## src/hv_port_pkg.sv

```systemverilog
package hv_port_pkg;

  // =====================================================================
  // register map
  localparam logic [7:0] ADDR_SENSE_DRIVER_CONFIG = 8'h26;
  localparam logic [7:0] ADDR_SENSE_DRIVER_STATUS = 8'h27;
  localparam logic [7:0] ADDR_POWER_TRIM_TEST     = 8'h2F;

  // =====================================================================
  // reset values
  localparam logic [7:0] CONFIG_RESET = 8'h00;
  localparam logic [7:0] STATUS_RESET = 8'h00;
  localparam logic [7:0] TEST_RESET   = 8'h00;

  // =====================================================================
  // field positions
  localparam int CFG_CONTACT_IRQ_EN = 7;
  localparam int CFG_SHORT_IRQ_EN6  = 6;
  localparam int CFG_SHORT_IRQ_EN5  = 5;
  localparam int STS_CONTACT_FLAG   = 7;
  localparam int STS_SHORT_FLAG6    = 6;
  localparam int STS_SHORT_FLAG5    = 5;
  localparam int TST_HV_INPUTS_OFF  = 7;
  localparam int TST_SCALER_OFF     = 4;
  localparam int TST_LOW_SIDE_OFF   = 3;
  localparam int SENSE_PINS         = 5;
  localparam int TRIM_BITS          = 3;

  // only bits 7 and 4..0 of the test register are stored
  localparam logic [7:0] TEST_WRITE_MASK = 8'h9F;

  // =====================================================================
  // per-pin analog sense inputs
  typedef struct packed {
    logic [4:0] contact;    // contact sense block result
    logic [4:0] hv_in_low;  // high-voltage input below low threshold
    logic [4:0] dir_out;    // pin direction, 1 = output
  } sense_in_t;

  // analog control outputs
  typedef struct packed {
    logic [4:0] sense_en;
    logic       hv_inputs_off;
    logic       supply_scaler_off;
    logic       low_side_block_off;
    logic [2:0] reg_trim;
  } analog_ctrl_t;

endpackage : hv_port_pkg

```

## src/hv_port_sense_diag_regs.sv

```systemverilog
`timescale 1ns/1ps
module hv_port_sense_diag_regs
  import hv_port_pkg::*;
(
  // clock and reset
  input  wire logic         core_clk_i,
  input  wire logic         rstn_i,
  // register port
  input  wire logic [7:0]   addr_i,
  input  wire logic [7:0]   wdata_i,
  input  wire logic         wr_i,
  input  wire logic         rd_i,
  output logic      [7:0]   rdata_o,
  // analog sense side
  input  wire sense_in_t    sense_i,
  input  wire logic         short_ch5_i,
  input  wire logic         short_ch6_i,
  input  wire logic         drive_ch5_i,
  input  wire logic         drive_ch6_i,
  // controls and request
  output analog_ctrl_t      ctrl_o,
  output logic              driver_on_ch5_o,
  output logic              driver_on_ch6_o,
  output logic              irq_o
);

  // =====================================================================
  // storage
  logic [7:0] config_q, config_d;
  logic [7:0] test_q, test_d;
  logic [4:0] result_q, result_d;
  logic       contact_q, contact_d;
  logic       short5_q, short5_d;
  logic       short6_q, short6_d;
  logic [7:0] rdata_q, rdata_d;

  // =====================================================================
  // address decode
  wire sel_cfg  = (addr_i == ADDR_SENSE_DRIVER_CONFIG);
  wire sel_sts  = (addr_i == ADDR_SENSE_DRIVER_STATUS);
  wire sel_tst  = (addr_i == ADDR_POWER_TRIM_TEST);
  wire wr_cfg   = wr_i & sel_cfg;
  wire wr_sts   = wr_i & sel_sts;
  wire wr_tst   = wr_i & sel_tst;

  // =====================================================================
  // sense result selection per pin
  wire [4:0] sense_en  = config_q[SENSE_PINS-1:0];
  // input direction takes the high-voltage input block instead
  wire [4:0] raw_sense = (sense_i.dir_out & sense_i.contact) |
                         (~sense_i.dir_out & sense_i.hv_in_low);
  // disabled pins hold their last result, so enabling flags an edge only if the input now differs from it
  assign result_d = (sense_en & raw_sense) | (~sense_en & result_q);
  wire [4:0] result_edge = (result_d ^ result_q) & sense_en;

  // =====================================================================
  // sticky flags: a set in the same cycle as the clearing write wins
  assign contact_d = (|result_edge) |
                     (contact_q & ~(wr_sts & wdata_i[STS_CONTACT_FLAG]));
  assign short5_d  = short_ch5_i |
                     (short5_q & ~(wr_sts & wdata_i[STS_SHORT_FLAG5]));
  assign short6_d  = short_ch6_i |
                     (short6_q & ~(wr_sts & wdata_i[STS_SHORT_FLAG6]));

  // =====================================================================
  // writable registers
  assign config_d = wr_cfg ? wdata_i : config_q;
  assign test_d   = wr_tst ? (wdata_i & TEST_WRITE_MASK) : test_q;

  // =====================================================================
  // read mux, answer one cycle after the strobe
  wire [7:0] status_rd = {contact_q, short6_q, short5_q, result_q};
  assign rdata_d = !rd_i  ? 8'h00 :
                   sel_cfg ? config_q :
                   sel_sts ? status_rd :
                   sel_tst ? test_q : 8'h00;

  // =====================================================================
  // state update
  always_ff @(posedge core_clk_i) begin
    if (!rstn_i) begin
      config_q  <= CONFIG_RESET;
      test_q    <= TEST_RESET;
      result_q  <= STATUS_RESET[4:0];
      contact_q <= 1'b0;
      short5_q  <= 1'b0;
      short6_q  <= 1'b0;
      rdata_q   <= 8'h00;
    end else begin
      config_q  <= config_d;
      test_q    <= test_d;
      result_q  <= result_d;
      contact_q <= contact_d;
      short5_q  <= short5_d;
      short6_q  <= short6_d;
      rdata_q   <= rdata_d;
    end
  end

  // =====================================================================
  // outputs
  assign rdata_o = rdata_q;
  assign ctrl_o.sense_en           = sense_en;
  assign ctrl_o.hv_inputs_off      = test_q[TST_HV_INPUTS_OFF];
  assign ctrl_o.supply_scaler_off  = test_q[TST_SCALER_OFF];
  assign ctrl_o.low_side_block_off = test_q[TST_LOW_SIDE_OFF];
  assign ctrl_o.reg_trim           = test_q[TRIM_BITS-1:0];
  // driver stays off while flagged or while the low-side block is off
  assign driver_on_ch5_o = drive_ch5_i & ~short5_q & ~test_q[TST_LOW_SIDE_OFF];
  assign driver_on_ch6_o = drive_ch6_i & ~short6_q & ~test_q[TST_LOW_SIDE_OFF];
  // combined request, each source gated by its own enable
  assign irq_o = (contact_q & config_q[CFG_CONTACT_IRQ_EN]) |
                 (short6_q & config_q[CFG_SHORT_IRQ_EN6]) |
                 (short5_q & config_q[CFG_SHORT_IRQ_EN5]);

endmodule // hv_port_sense_diag_regs

```

## config.mk

```make
export PLATFORM = sky130hd
export DESIGN_NAME = hv_port_sense_diag_regs
export DESIGN_NICKNAME = d
export VERILOG_FILES = /design/src/hv_port_pkg.sv /design/src/hv_port_sense_diag_regs.sv
export SDC_FILE = /design/constraint.sdc
export NUM_CORES = 1
export LEC_CHECK = 0
export BUFFER_PORTS_ARGS = -buffer_cell sky130_fd_sc_hd__buf_2
export CORE_MARGIN = 3
export CORE_UTILIZATION = 45
export DETAILED_ROUTE_END_ITERATION = 7
export PLACE_DENSITY_LB_ADDON = 0.15
export SLEW_MARGIN = 20
export SYNTH_ARGS = -nofsm -noshare
export SYNTH_HDL_FRONTEND = slang
export SYNTH_SLANG_ARGS = --single-unit
```

## constraint.sdc

```tcl
create_clock -name core_clk_i -period 3.6 [get_ports core_clk_i]
set_input_delay 0.54 -clock core_clk_i [delete_from_list [all_inputs] [get_ports core_clk_i]]
set_output_delay 0.54 -clock core_clk_i [all_outputs]
set_load 0.02 [all_outputs]
```

==> metrics, run 1 <==
IO Port Bufs 60; Leakage 0.934 nW; Yosys reg bits 30; most common library cells after synthesis 30 x dfxtp_1, 21 x mux2i_1, 15 x nor2b_1; Clock Skews 6.04 ps; Comb pwr share 9.0%; final setup vio count 0; cts hold-fix bufs 0; part of the cycle the worst path needs 49.3%; top cells by area, synth dfxtp_1 43%, mux2i_1 15%, nor2b_1 6.7%, a2111oi_0 3.8%, o211a_1 3.6%; first-pass GRT wire length 5050 µm; crit path launch short5_q$_SDFF_PN0_; ANT cells 0; drt total wl 3330 µm; maxcap violations 0; FMAX 0.563 GHz; Syn Inst Count 140; Final #Nets 236; gpl congestion 0.730; Worst R2R Setup Slack 2370 ps; total area of sequential cells 601 µm²; Reg power frac 52.2%; register area share after synthesis 43.1%; maximum vdd drop 0.000296 V; Multi-input gate area 729 µm²; CP Capture Type primary output; Yosys top cell by area dfxtp_1; ys async rst share 0%; vias 1,245; Critical Path, Cell by Cell a222oi_1, inv_1, buf_2; CP peak stage delay 350 ps; Cell Rows 19; final hold violation count 0; reg-to-reg startpoint result_q[2]$_SDFF_PN0_; area of the die 3800 µm²; design area 1750 µm²; Max Buffers Root-to-Sink 2; pin count of the biggest net entering global routing 24; Worst Hold Class in2reg; GRT Util Overall 18.4%; hold path startpoint short_ch5_i; total core area 2850 µm²; Fin Hold WS 414 ps; Syn Std Cell Area 1390 µm²; Pre-Repair DR Iteration Count 4; Crit Path Category reg2out; status completed; worst-path maximum fanout 4; CP top delay family flip-flops; total gr overflow 0; vias in the first global route 1,151; post_cts resized 0; RSZ-0062 raised after global routing false; setup TNS 0 ps; Pint 0.000497 W; minimum clock period 1780 ps; CTS tree built; initial antenna violation count 0; Syn Area/Cell 9.95 µm²; Skew-Pair Late Insertion Delay 330 ps; warnings from Yosys 0; DR vias/cell 5.44; number of synthesized flops with an enable pin 0; Iter 0 DRT Violations 49; Die H 61.6 µm; P per Cell Area 367 nW/µm²; Psw 0.000146 W; htree depth 2; worst slew pin tran 579 ps; Syn Nets 179; Num CTS Buffers 5; Worst slew margin 61.3%; Root Buffer Master clkbuf_4; Placed Area 1670 µm²; Ports 61; post-synth cell types 28; drc violations 0; synthesis-to-layout area growth 25.8%; clock sinks 30; final antenna-violating net count 0; clock network power share 38.8%; # fillers 263; switching share of power 22.8%; hpwl dp 2460 µm; crit path buf inv count 2; final core occ 61.4%; crit path launch type register; routed len/inst 14.5 µm; Slowest-stage cell, CP dfxtp_1; Data arrival, critical path 1240 ps; Initial Utilization 48.8%; clock-pin slew on the worst setup and hold paths 90 ps; Slew Viols, Final 0; top-area cell type share of the netlist area 43.1%; Die W 61.6 µm; share of layout cells above drive strength 1 35.4%; data required time at the worst endpoint 3060 ps; top-count cell post-synth dfxtp_1; Synth Flop Type dfxtp_1; total setup buffers inserted after CTS 0; Final Total Pwr 0.000643 W
[per-layer routing]
metal | vias to the layer above | part of all wire, % | global-route usage, %
met5 | - | 0 | 0
met1 | 583 | 42 | 22.3
met3 | 4 | 8.3 | 6.92
li1 | 610 | - | -
met2 | 48 | 49 | 31.4
met4 | 0 | 0.57 | 3.64
[sequential cells by signal, indices dropped and copies added, names as in the netlist]
| register | cells |
|---|---|
| contact_q | 1 |
| rdata_o | 8 |
| short6_q | 1 |
| config_q | 8 |
| short5_q | 1 |
| test_q | 6 |
| result_q | 5 |
[cell usage in the layout, fill, tap and decap left out]
cell	count
buf_2	60
dfxtp_1	30
mux2i_1	21
nor2b_1	15
nor2_1	13
nand2_1	11
a2111oi_0	6
o211a_1	5
xnor2_1	5
clkbuf_4	5
clkbuf_8	3
nor3b_1	2
and2_1	2
nand4_1	2
nor3_1	2
a22o_1	2
a21boi_0	2
o21a_1	2
a222oi_1	1
inv_1	1
nor4b_4	1
and2_0	1
nand4_2	1
nand2b_1	1
nand3_1	1
and4_1	1
a21boi_1	1
o41a_1	1
[path summary, 6_finish.rpt]
check | endpoint | depth (start not counted)
worst min-delay path | short5_q$_SDFF_PN0_ | 2
worst max-delay path | irq_o | 3
worst min register to register | rdata_o[4]$_SDFF_PN0_ | 2
worst max register to register | contact_q$_SDFF_PN0_ | 3
[through the flow]
step	cells	setup slack (ps)
2_1_floorplan	140	1970
3_3_place_gp	221	1590
3_5_place_dp	221	1520
4_1_cts	229	1820
5_1_grt	229	1750
6_report	229	1820
[kinds of logic after synthesis]
| kind of cell | Yosys count | share of synthesized area [%] |
|---|---|---|
| XOR/XNOR | 5 | 3.14 |
| AND/OR/NAND/NOR | 53 | 21.3 |
| AO/OA/AOI/OAI | 20 | 12.8 |
| multiplexers | 21 | 15.1 |
| buffers and inverters | 11 | 4.49 |
| flip-flops | 30 | 43.1 |
[final cells by class]
type                    count  area share, %
multi-input cells          99           41.6
repair buffers             60           17.1
flip-flops and latches     30           34.3
well taps                  31           2.21
clock buffers               8           4.50
inverters                   1          0.214
[power groups by stage]
stage	Sequential (W)	Combinational (W)	Clock (W)
floorplan	0.000343	0.0000296	0
global placement	0.000343	0.0000565	0
detailed placement	0.000343	0.0000583	0
CTS	0.000336	0.0000586	0.000253
global route	0.000336	0.0000638	0.000276
finish	0.000336	0.0000579	0.000250
(Power assumes the default switching activity.)
==> inputs of run 2 (changes only) <==
--- a/config.mk
+++ b/config.mk
@@ -5,9 +5,10 @@
 export SDC_FILE = /design/constraint.sdc
 export NUM_CORES = 1
 export LEC_CHECK = 0
+export ABC_AREA = 1
 export BUFFER_PORTS_ARGS = -buffer_cell sky130_fd_sc_hd__buf_2
 export CORE_MARGIN = 3
-export CORE_UTILIZATION = 45
+export CORE_UTILIZATION = 43
 export DETAILED_ROUTE_END_ITERATION = 7
 export PLACE_DENSITY_LB_ADDON = 0.15
 export SLEW_MARGIN = 20
==> constraint.sdc (replaced) <==
create_clock -name core_clk_i -period 1.45 [get_ports core_clk_i]
set_input_delay 0.2175 -clock core_clk_i [delete_from_list [all_inputs] [get_ports core_clk_i]]
set_output_delay 0.2175 -clock core_clk_i [all_outputs]
set_load 0.02 [all_outputs]
==> run 2 against run 1 <==
Sequential share of layout area shrank 1.9 points. Routed wire length grew 6.8%. Register-to-register slack lost 1900 ps. Sequential power grew 150%. Largest power group unchanged. Critical path type unchanged. Largest cell class unchanged. Non-clock buffer count grew 3.
==> metrics, run 2 <==
Data arrival, critical path 1130 ps (was 1240 ps); Worst Hold Class in2reg (unchanged); Yosys reg bits 30 (unchanged); first-pass GRT wire length 6040 µm (was 5050 µm); Yosys top cell by area dfxtp_1 (unchanged); Num CTS Buffers 5 (unchanged); total area of sequential cells 601 µm² (unchanged); FMAX 0.741 GHz; Multi-input gate area 683 µm² (was 729 µm²); top-count cell post-synth nand2_1 (was dfxtp_1); CTS tree built (unchanged); register area share after synthesis 40.1% (was 43.1%); Ports 61 (unchanged); Place WS 102 ps (was 1520 ps); worst-path maximum fanout 3 (was 4); Fin Hold WS 96.1 ps (was 414 ps); # fillers 341 (was 263); P per Cell Area 774 nW/µm² (was 367 nW/µm²); Final WS setup 101 ps (was 1820 ps); Skew-Pair Late Insertion Delay 320 ps (was 330 ps); htree depth 2 (unchanged); top-area cell type share of the netlist area 40.1% (was 43.1%); total core area 3180 µm² (was 2850 µm²); Max Buffers Root-to-Sink 2 (unchanged); commonest non-fill, non-tap cell in the layout buf_2 (unchanged); synthesis-to-layout area growth 23.6% (was 25.8%); crit path buf inv count 2 (unchanged); Crit Path Category reg2out (unchanged); post-synth cell types 23 (was 28); most frequent cells in the layout 60 x buf_2, 57 x nand2_1, 36 x inv_1 (was 60 x buf_2, 30 x dfxtp_1, 21 x mux2i_1); Pre-Repair DR Iteration Count 4 (unchanged); Iter 0 DRT Violations 68 (was 49); number of synthesized flops with an enable pin 0 (unchanged); pin count of the biggest net entering global routing 17 (was 24); cts hold-fix bufs 0 (unchanged); Critical Path, Cell by Cell inv_1, o221ai_1, buf_2 (was a222oi_1, inv_1, buf_2); Cell Rows 20 (was 19); Final Total Pwr 0.00143 W (was 0.000643 W); Syn Nets 259 (was 179); IO Port Bufs 60 (unchanged); Slowest-stage cell, CP dfxtp_1 (unchanged); CP top delay family flip-flops (unchanged); status completed (unchanged); met3 Use GR 5.03% (was 6.92%); hpwl dp 2750 µm (was 2460 µm); Root Buffer Master clkbuf_4 (unchanged); area of the die 4230 µm² (was 3800 µm²); Slew Viols, Final 0 (unchanged); Worst path depth 3 (unchanged); Synth Flop Type dfxtp_1 (unchanged); RSZ-0062 raised after global routing false (unchanged); drc violations 0 (unchanged); share of layout cells above drive strength 1 28.2% (was 35.4%); initial antenna violation count 0 (unchanged); Initial Utilization 47.2% (was 48.8%); Die W 65.0 µm (was 61.6 µm); final core occ 58.3% (was 61.4%); clock-pin slew on the worst setup and hold paths 90 ps (about the same); final hold violation count 0 (unchanged); CP Capture Type primary output (unchanged); Clock Skews 4.53 ps (was 6.04 ps); minimum clock period 1350 ps; vias 1,538 (was 1,245); DR vias/cell 4.75 (was 5.44); met1 GRT Util 23.7% (was 22.3%); R2R cell count 7 (was 3); final antenna-violating net count 0 (unchanged); clock sinks 30 (unchanged); gpl congestion 0.755 (was 0.730); most common library cells after synthesis 57 x nand2_1, 36 x inv_1, 30 x dfxtp_1 (was 30 x dfxtp_1, 21 x mux2i_1, 15 x nor2b_1); part of the cycle the worst path needs 93.1%; CP peak stage delay 330 ps (was 350 ps); warnings from Yosys 0 (unchanged); GRT Util Overall 18.5% (was 18.4%); total setup buffers inserted after CTS 0 (unchanged); maxcap violations 0 (unchanged); maximum vdd drop 0.000453 V (was 0.000296 V); Syn Std Cell Area 1500 µm² (was 1390 µm²); top cells by area, synth dfxtp_1 40%, nand2_1 14%, a21oi_1 9.0%, inv_1 9.0%, o21ai_0 6.0% (was dfxtp_1 43%, mux2i_1 15%, nor2b_1 6.7%, a2111oi_0 3.8%, o211a_1 3.6%); worst slew pin tran 437 ps (was 579 ps); Die H 65.0 µm (was 61.6 µm); M2 GR Usage 29.4% (was 31.4%); Hold Path Depth 3 (was 2); ys async rst share 0% (unchanged); setup TNS 0 ps (unchanged); routed len/inst 11.0 µm (was 14.5 µm); Syn Inst Count 220 (was 140); Leakage 0.936 nW (was 0.934 nW); Syn Area/Cell 6.81 µm² (was 9.95 µm²); post_cts resized 0 (unchanged); Final #Nets 319 (was 236); grt peak-use layer met2 (unchanged); crit path launch type register (unchanged); Worst slew margin 70.8% (was 61.3%); ANT cells 0 (unchanged); vias in the first global route 1,365 (was 1,151); data required time at the worst endpoint 1230 ps (was 3060 ps); final setup vio count 0 (unchanged); drt total wl 3560 µm (was 3330 µm); total gr overflow 0 (unchanged)
run 2: worst paths after layout:
path | startpoint | to | slack [ps]
setup / recovery | short5_q$_SDFF_PN0_ | irq_o | 100
hold reg to reg | config_q[7]$_SDFFE_PN0P_ | config_q[7]$_SDFFE_PN0P_ | 460
setup reg to reg | config_q[3]$_SDFFE_PN0P_ | contact_q$_SDFF_PN0_ | 450
hold / removal | short_ch5_i | short5_q$_SDFF_PN0_ | 100
run 2: per-stage QoR:
stage	instance area [µm²]	std cells
global placement	1810	317
finish	1850	324
detailed placement	1810	317
floorplan	1500	220
CTS	1850	324
global route	1850	324
run 2: layout make-up:
class                           count  share of cell area (%)
Clock buffer                        7                    2.43
Inverter                           39                    7.90
Timing Repair Buffer               63                    17.4
Multi-Input combinational cell    141                    36.9
Sequential cell                    30                    32.4
Tap cell                           44                    2.97
run 2: where the power goes:
group / internal, W / switching, W / leakage, nW
registers: 0.000828 / 0.00000284 / 0.242
logic: 0.0000626 / 0.0000925 / 0.668
clock network: 0.000182 / 0.000266 / 0.0254
run 2: metal layers:
metal  vias up  part of all wire (%)  routed length [µm]
met2        43                    45                1610
met5         -                     0                   0
met3         5                   7.2                 257
met4         0                   1.3                  46
li1        823                     -                   -
met1       667                    46                1640
run 2: cells by family after synthesis:
family / after synthesis / synth area share (%)
AOI/OAI and AO/OA: 52 / 17.9
buffers and inverters: 49 / 14.4
DFF: 30 / 40.1
and+or+nand+nor: 89 / 27.6
run 2: worst reg2reg max path: cells and delay by family, from the launching register on:
family	cells	cell delay, ps
buffers and inverters	2	100
flip-flops	1	410
AND/OR/NAND/NOR	5	390
==> inputs of run 3 (changes only) <==
--- a/config.mk
+++ b/config.mk
@@ -5,10 +5,11 @@
 export SDC_FILE = /design/constraint.sdc
 export NUM_CORES = 1
 export LEC_CHECK = 0
-export ABC_AREA = 1
 export BUFFER_PORTS_ARGS = -buffer_cell sky130_fd_sc_hd__buf_2
+export CELL_PAD_IN_SITES_DETAIL_PLACEMENT = 0
+export CELL_PAD_IN_SITES_GLOBAL_PLACEMENT = 1
 export CORE_MARGIN = 3
-export CORE_UTILIZATION = 43
+export CORE_UTILIZATION = 31
 export DETAILED_ROUTE_END_ITERATION = 7
 export PLACE_DENSITY_LB_ADDON = 0.15
 export SLEW_MARGIN = 20
==> run 3 against run 2 <==
Clock-buffer cell count is the same. Sequential share of layout area shrank 0.13 points. Global-route usage fell by 3.4 points. Largest cell class unchanged.
==> metrics, run 3 (same netlist as run 1, synthesis figures left out) <==
status completed (unchanged); P per Cell Area 896 nW/µm² (was 774 nW/µm²); Initial Utilization 33.4% (was 47.2%); ANT cells 0 (unchanged); final core occ 44.7% (was 58.3%); Cell Rows 23 (was 20); final hold violation count 0 (unchanged); initial antenna violation count 0 (unchanged); Reg power frac 50.0% (was 58.0%); area of the die 5330 µm² (was 4230 µm²); GRT Util Overall 15.2% (was 18.5%); CP top delay family flip-flops (unchanged); Final Total Pwr 0.00167 W (was 0.00143 W); final setup vio count 0 (unchanged); most frequent cells in the layout 60 x buf_2, 29 x dfxtp_1, 21 x mux2i_1 (was 60 x buf_2, 57 x nand2_1, 36 x inv_1); maximum vdd drop 0.000427 V (was 0.000453 V); Max Buffers Root-to-Sink 2 (unchanged); design area 1860 µm² (was 1850 µm²); Die H 73.0 µm (was 65.0 µm); pin count of the biggest net entering global routing 23 (was 17); total core area 4170 µm² (was 3180 µm²); M2 GR Usage 25.3% (was 29.4%); Pre-Repair DR Iteration Count 5 (was 4); Slew Viols, Final 0 (unchanged); gpl congestion 0.750 (was 0.755); commonest non-fill, non-tap cell in the layout buf_2 (unchanged); htree depth 2 (unchanged); Pint 0.00129 W (was 0.00107 W); FMAX 0.736 GHz (was 0.741 GHz); met3 Use GR 3.99% (was 5.03%); total gr overflow 0 (unchanged); DR vias/cell 4.85 (was 4.75); final antenna-violating net count 0 (unchanged); Root Buffer Master clkbuf_8 (was clkbuf_4); CTS tree built (unchanged); data required time at the worst endpoint 1230 ps (about the same); CP peak stage delay 320 ps (was 330 ps); Psw 0.000378 W (was 0.000361 W); Num CTS Buffers 5 (unchanged); Critical Path, Cell by Cell a222oi_1, inv_1, buf_2 (was inv_1, o221ai_1, buf_2); vias in the first global route 1,296 (was 1,365); IO Port Bufs 60 (unchanged); worst-path maximum fanout 3 (unchanged); Iter 0 DRT Violations 30 (was 68); routed len/inst 14.4 µm (was 11.0 µm); RSZ-0062 raised after global routing false (unchanged); drt total wl 3710 µm (was 3560 µm); Comb pwr share 9.2% (was 10.8%); worst slew pin tran 479 ps (was 437 ps); met1 GRT Util 18.8% (was 23.7%); vias 1,251 (was 1,538); Final #Nets 246 (was 319); first-pass GRT wire length 6170 µm (was 6040 µm); maxcap violations 0 (unchanged); clock network power share 40.8% (was 31.2%); Crit Path Category reg2out (unchanged); share of layout cells above drive strength 1 38.5% (was 28.2%); clock-pin slew on the worst setup and hold paths 60 ps (was 90 ps); Data arrival, critical path 1140 ps (was 1130 ps); synthesis-to-layout area growth 33.9% (was 23.6%); hpwl dp 2770 µm (was 2750 µm); CP Capture Type primary output (unchanged); drc violations 0 (unchanged); switching share of power 22.6% (was 25.2%); Placed Area 1770 µm² (was 1810 µm²); Leakage 0.984 nW (was 0.936 nW); crit path launch type register (unchanged); Fin Hold WS 151 ps (was 96.1 ps); grt peak-use layer met2 (unchanged); Worst Hold Class in2reg (unchanged); Slowest-stage cell, CP dfxtp_1 (unchanged); cts hold-fix bufs 0 (unchanged); Skew-Pair Late Insertion Delay 270 ps (was 320 ps); Worst slew margin 67.2% (was 70.8%); minimum clock period 1360 ps (was 1350 ps); part of the cycle the worst path needs 93.7% (was 93.1%); Clock Skews 3.59 ps (was 4.53 ps); crit path buf inv count 2 (unchanged); Ports 61 (unchanged); Die W 73.0 µm (was 65.0 µm); clock sinks 30 (unchanged)
run 3: power groups by stage:
stage | Clock (W) | Sequential [W] | Combinational [W]
floorplan | 0 | 0.000851 | 0.0000736
global placement | 0 | 0.000852 | 0.000155
detailed placement | 0 | 0.000853 | 0.000156
CTS | 0.000703 | 0.000834 | 0.000157
global route | 0.000745 | 0.000835 | 0.000170
finish | 0.000682 | 0.000835 | 0.000154
run 3: cell type report:
type	instances	area (µm²)
multi-input cells	99	729
well taps	50	62.6
clock buffers	7	86.3
fillers	410	2310
clock inverters	1	5.00
inverters	1	3.75
flip-flops and latches	30	602
repair buffers	70	375
run 3: stage by stage:
stage	TNS [ps]	worst slack, ps	std cells
finish	0	90.9	258
global route	0	1.91	258
CTS	0	53.7	258
detailed placement	-341	-58.9	250
global placement	0	0.662	250
floorplan	0	144	140
run 3: path summary, 6_finish.rpt:
| path | start | end | slack, ps | cells after the start |
|---|---|---|---|---|
| min reg2reg | test_q[1]$_SDFFE_PN0P_ | rdata_o[1]$_SDFF_PN0_ | 500 | 2 |
| min | short_ch6_i | short6_q$_SDFF_PN0_ | 150 | 2 |
| max reg2reg | result_q[3]$_SDFF_PN0_ | contact_q$_SDFF_PN0_ | 230 | 3 |
| max | config_q[5]$_SDFFE_PN0P_ | irq_o | 90 | 3 |
run 3: layer usage:
layer | wire length [µm] | up-vias
met2 | 1800 | 43
met1 | 1610 | 576
met5 | 0 | -
li1 | - | 626
met4 | 40 | 0
met3 | 256 | 6
run 3: timing repair:
action | CTS | global route
buffers inserted | 0 | 0
resized for setup | 0 | 1
setup endpoints to repair | 0 | 1
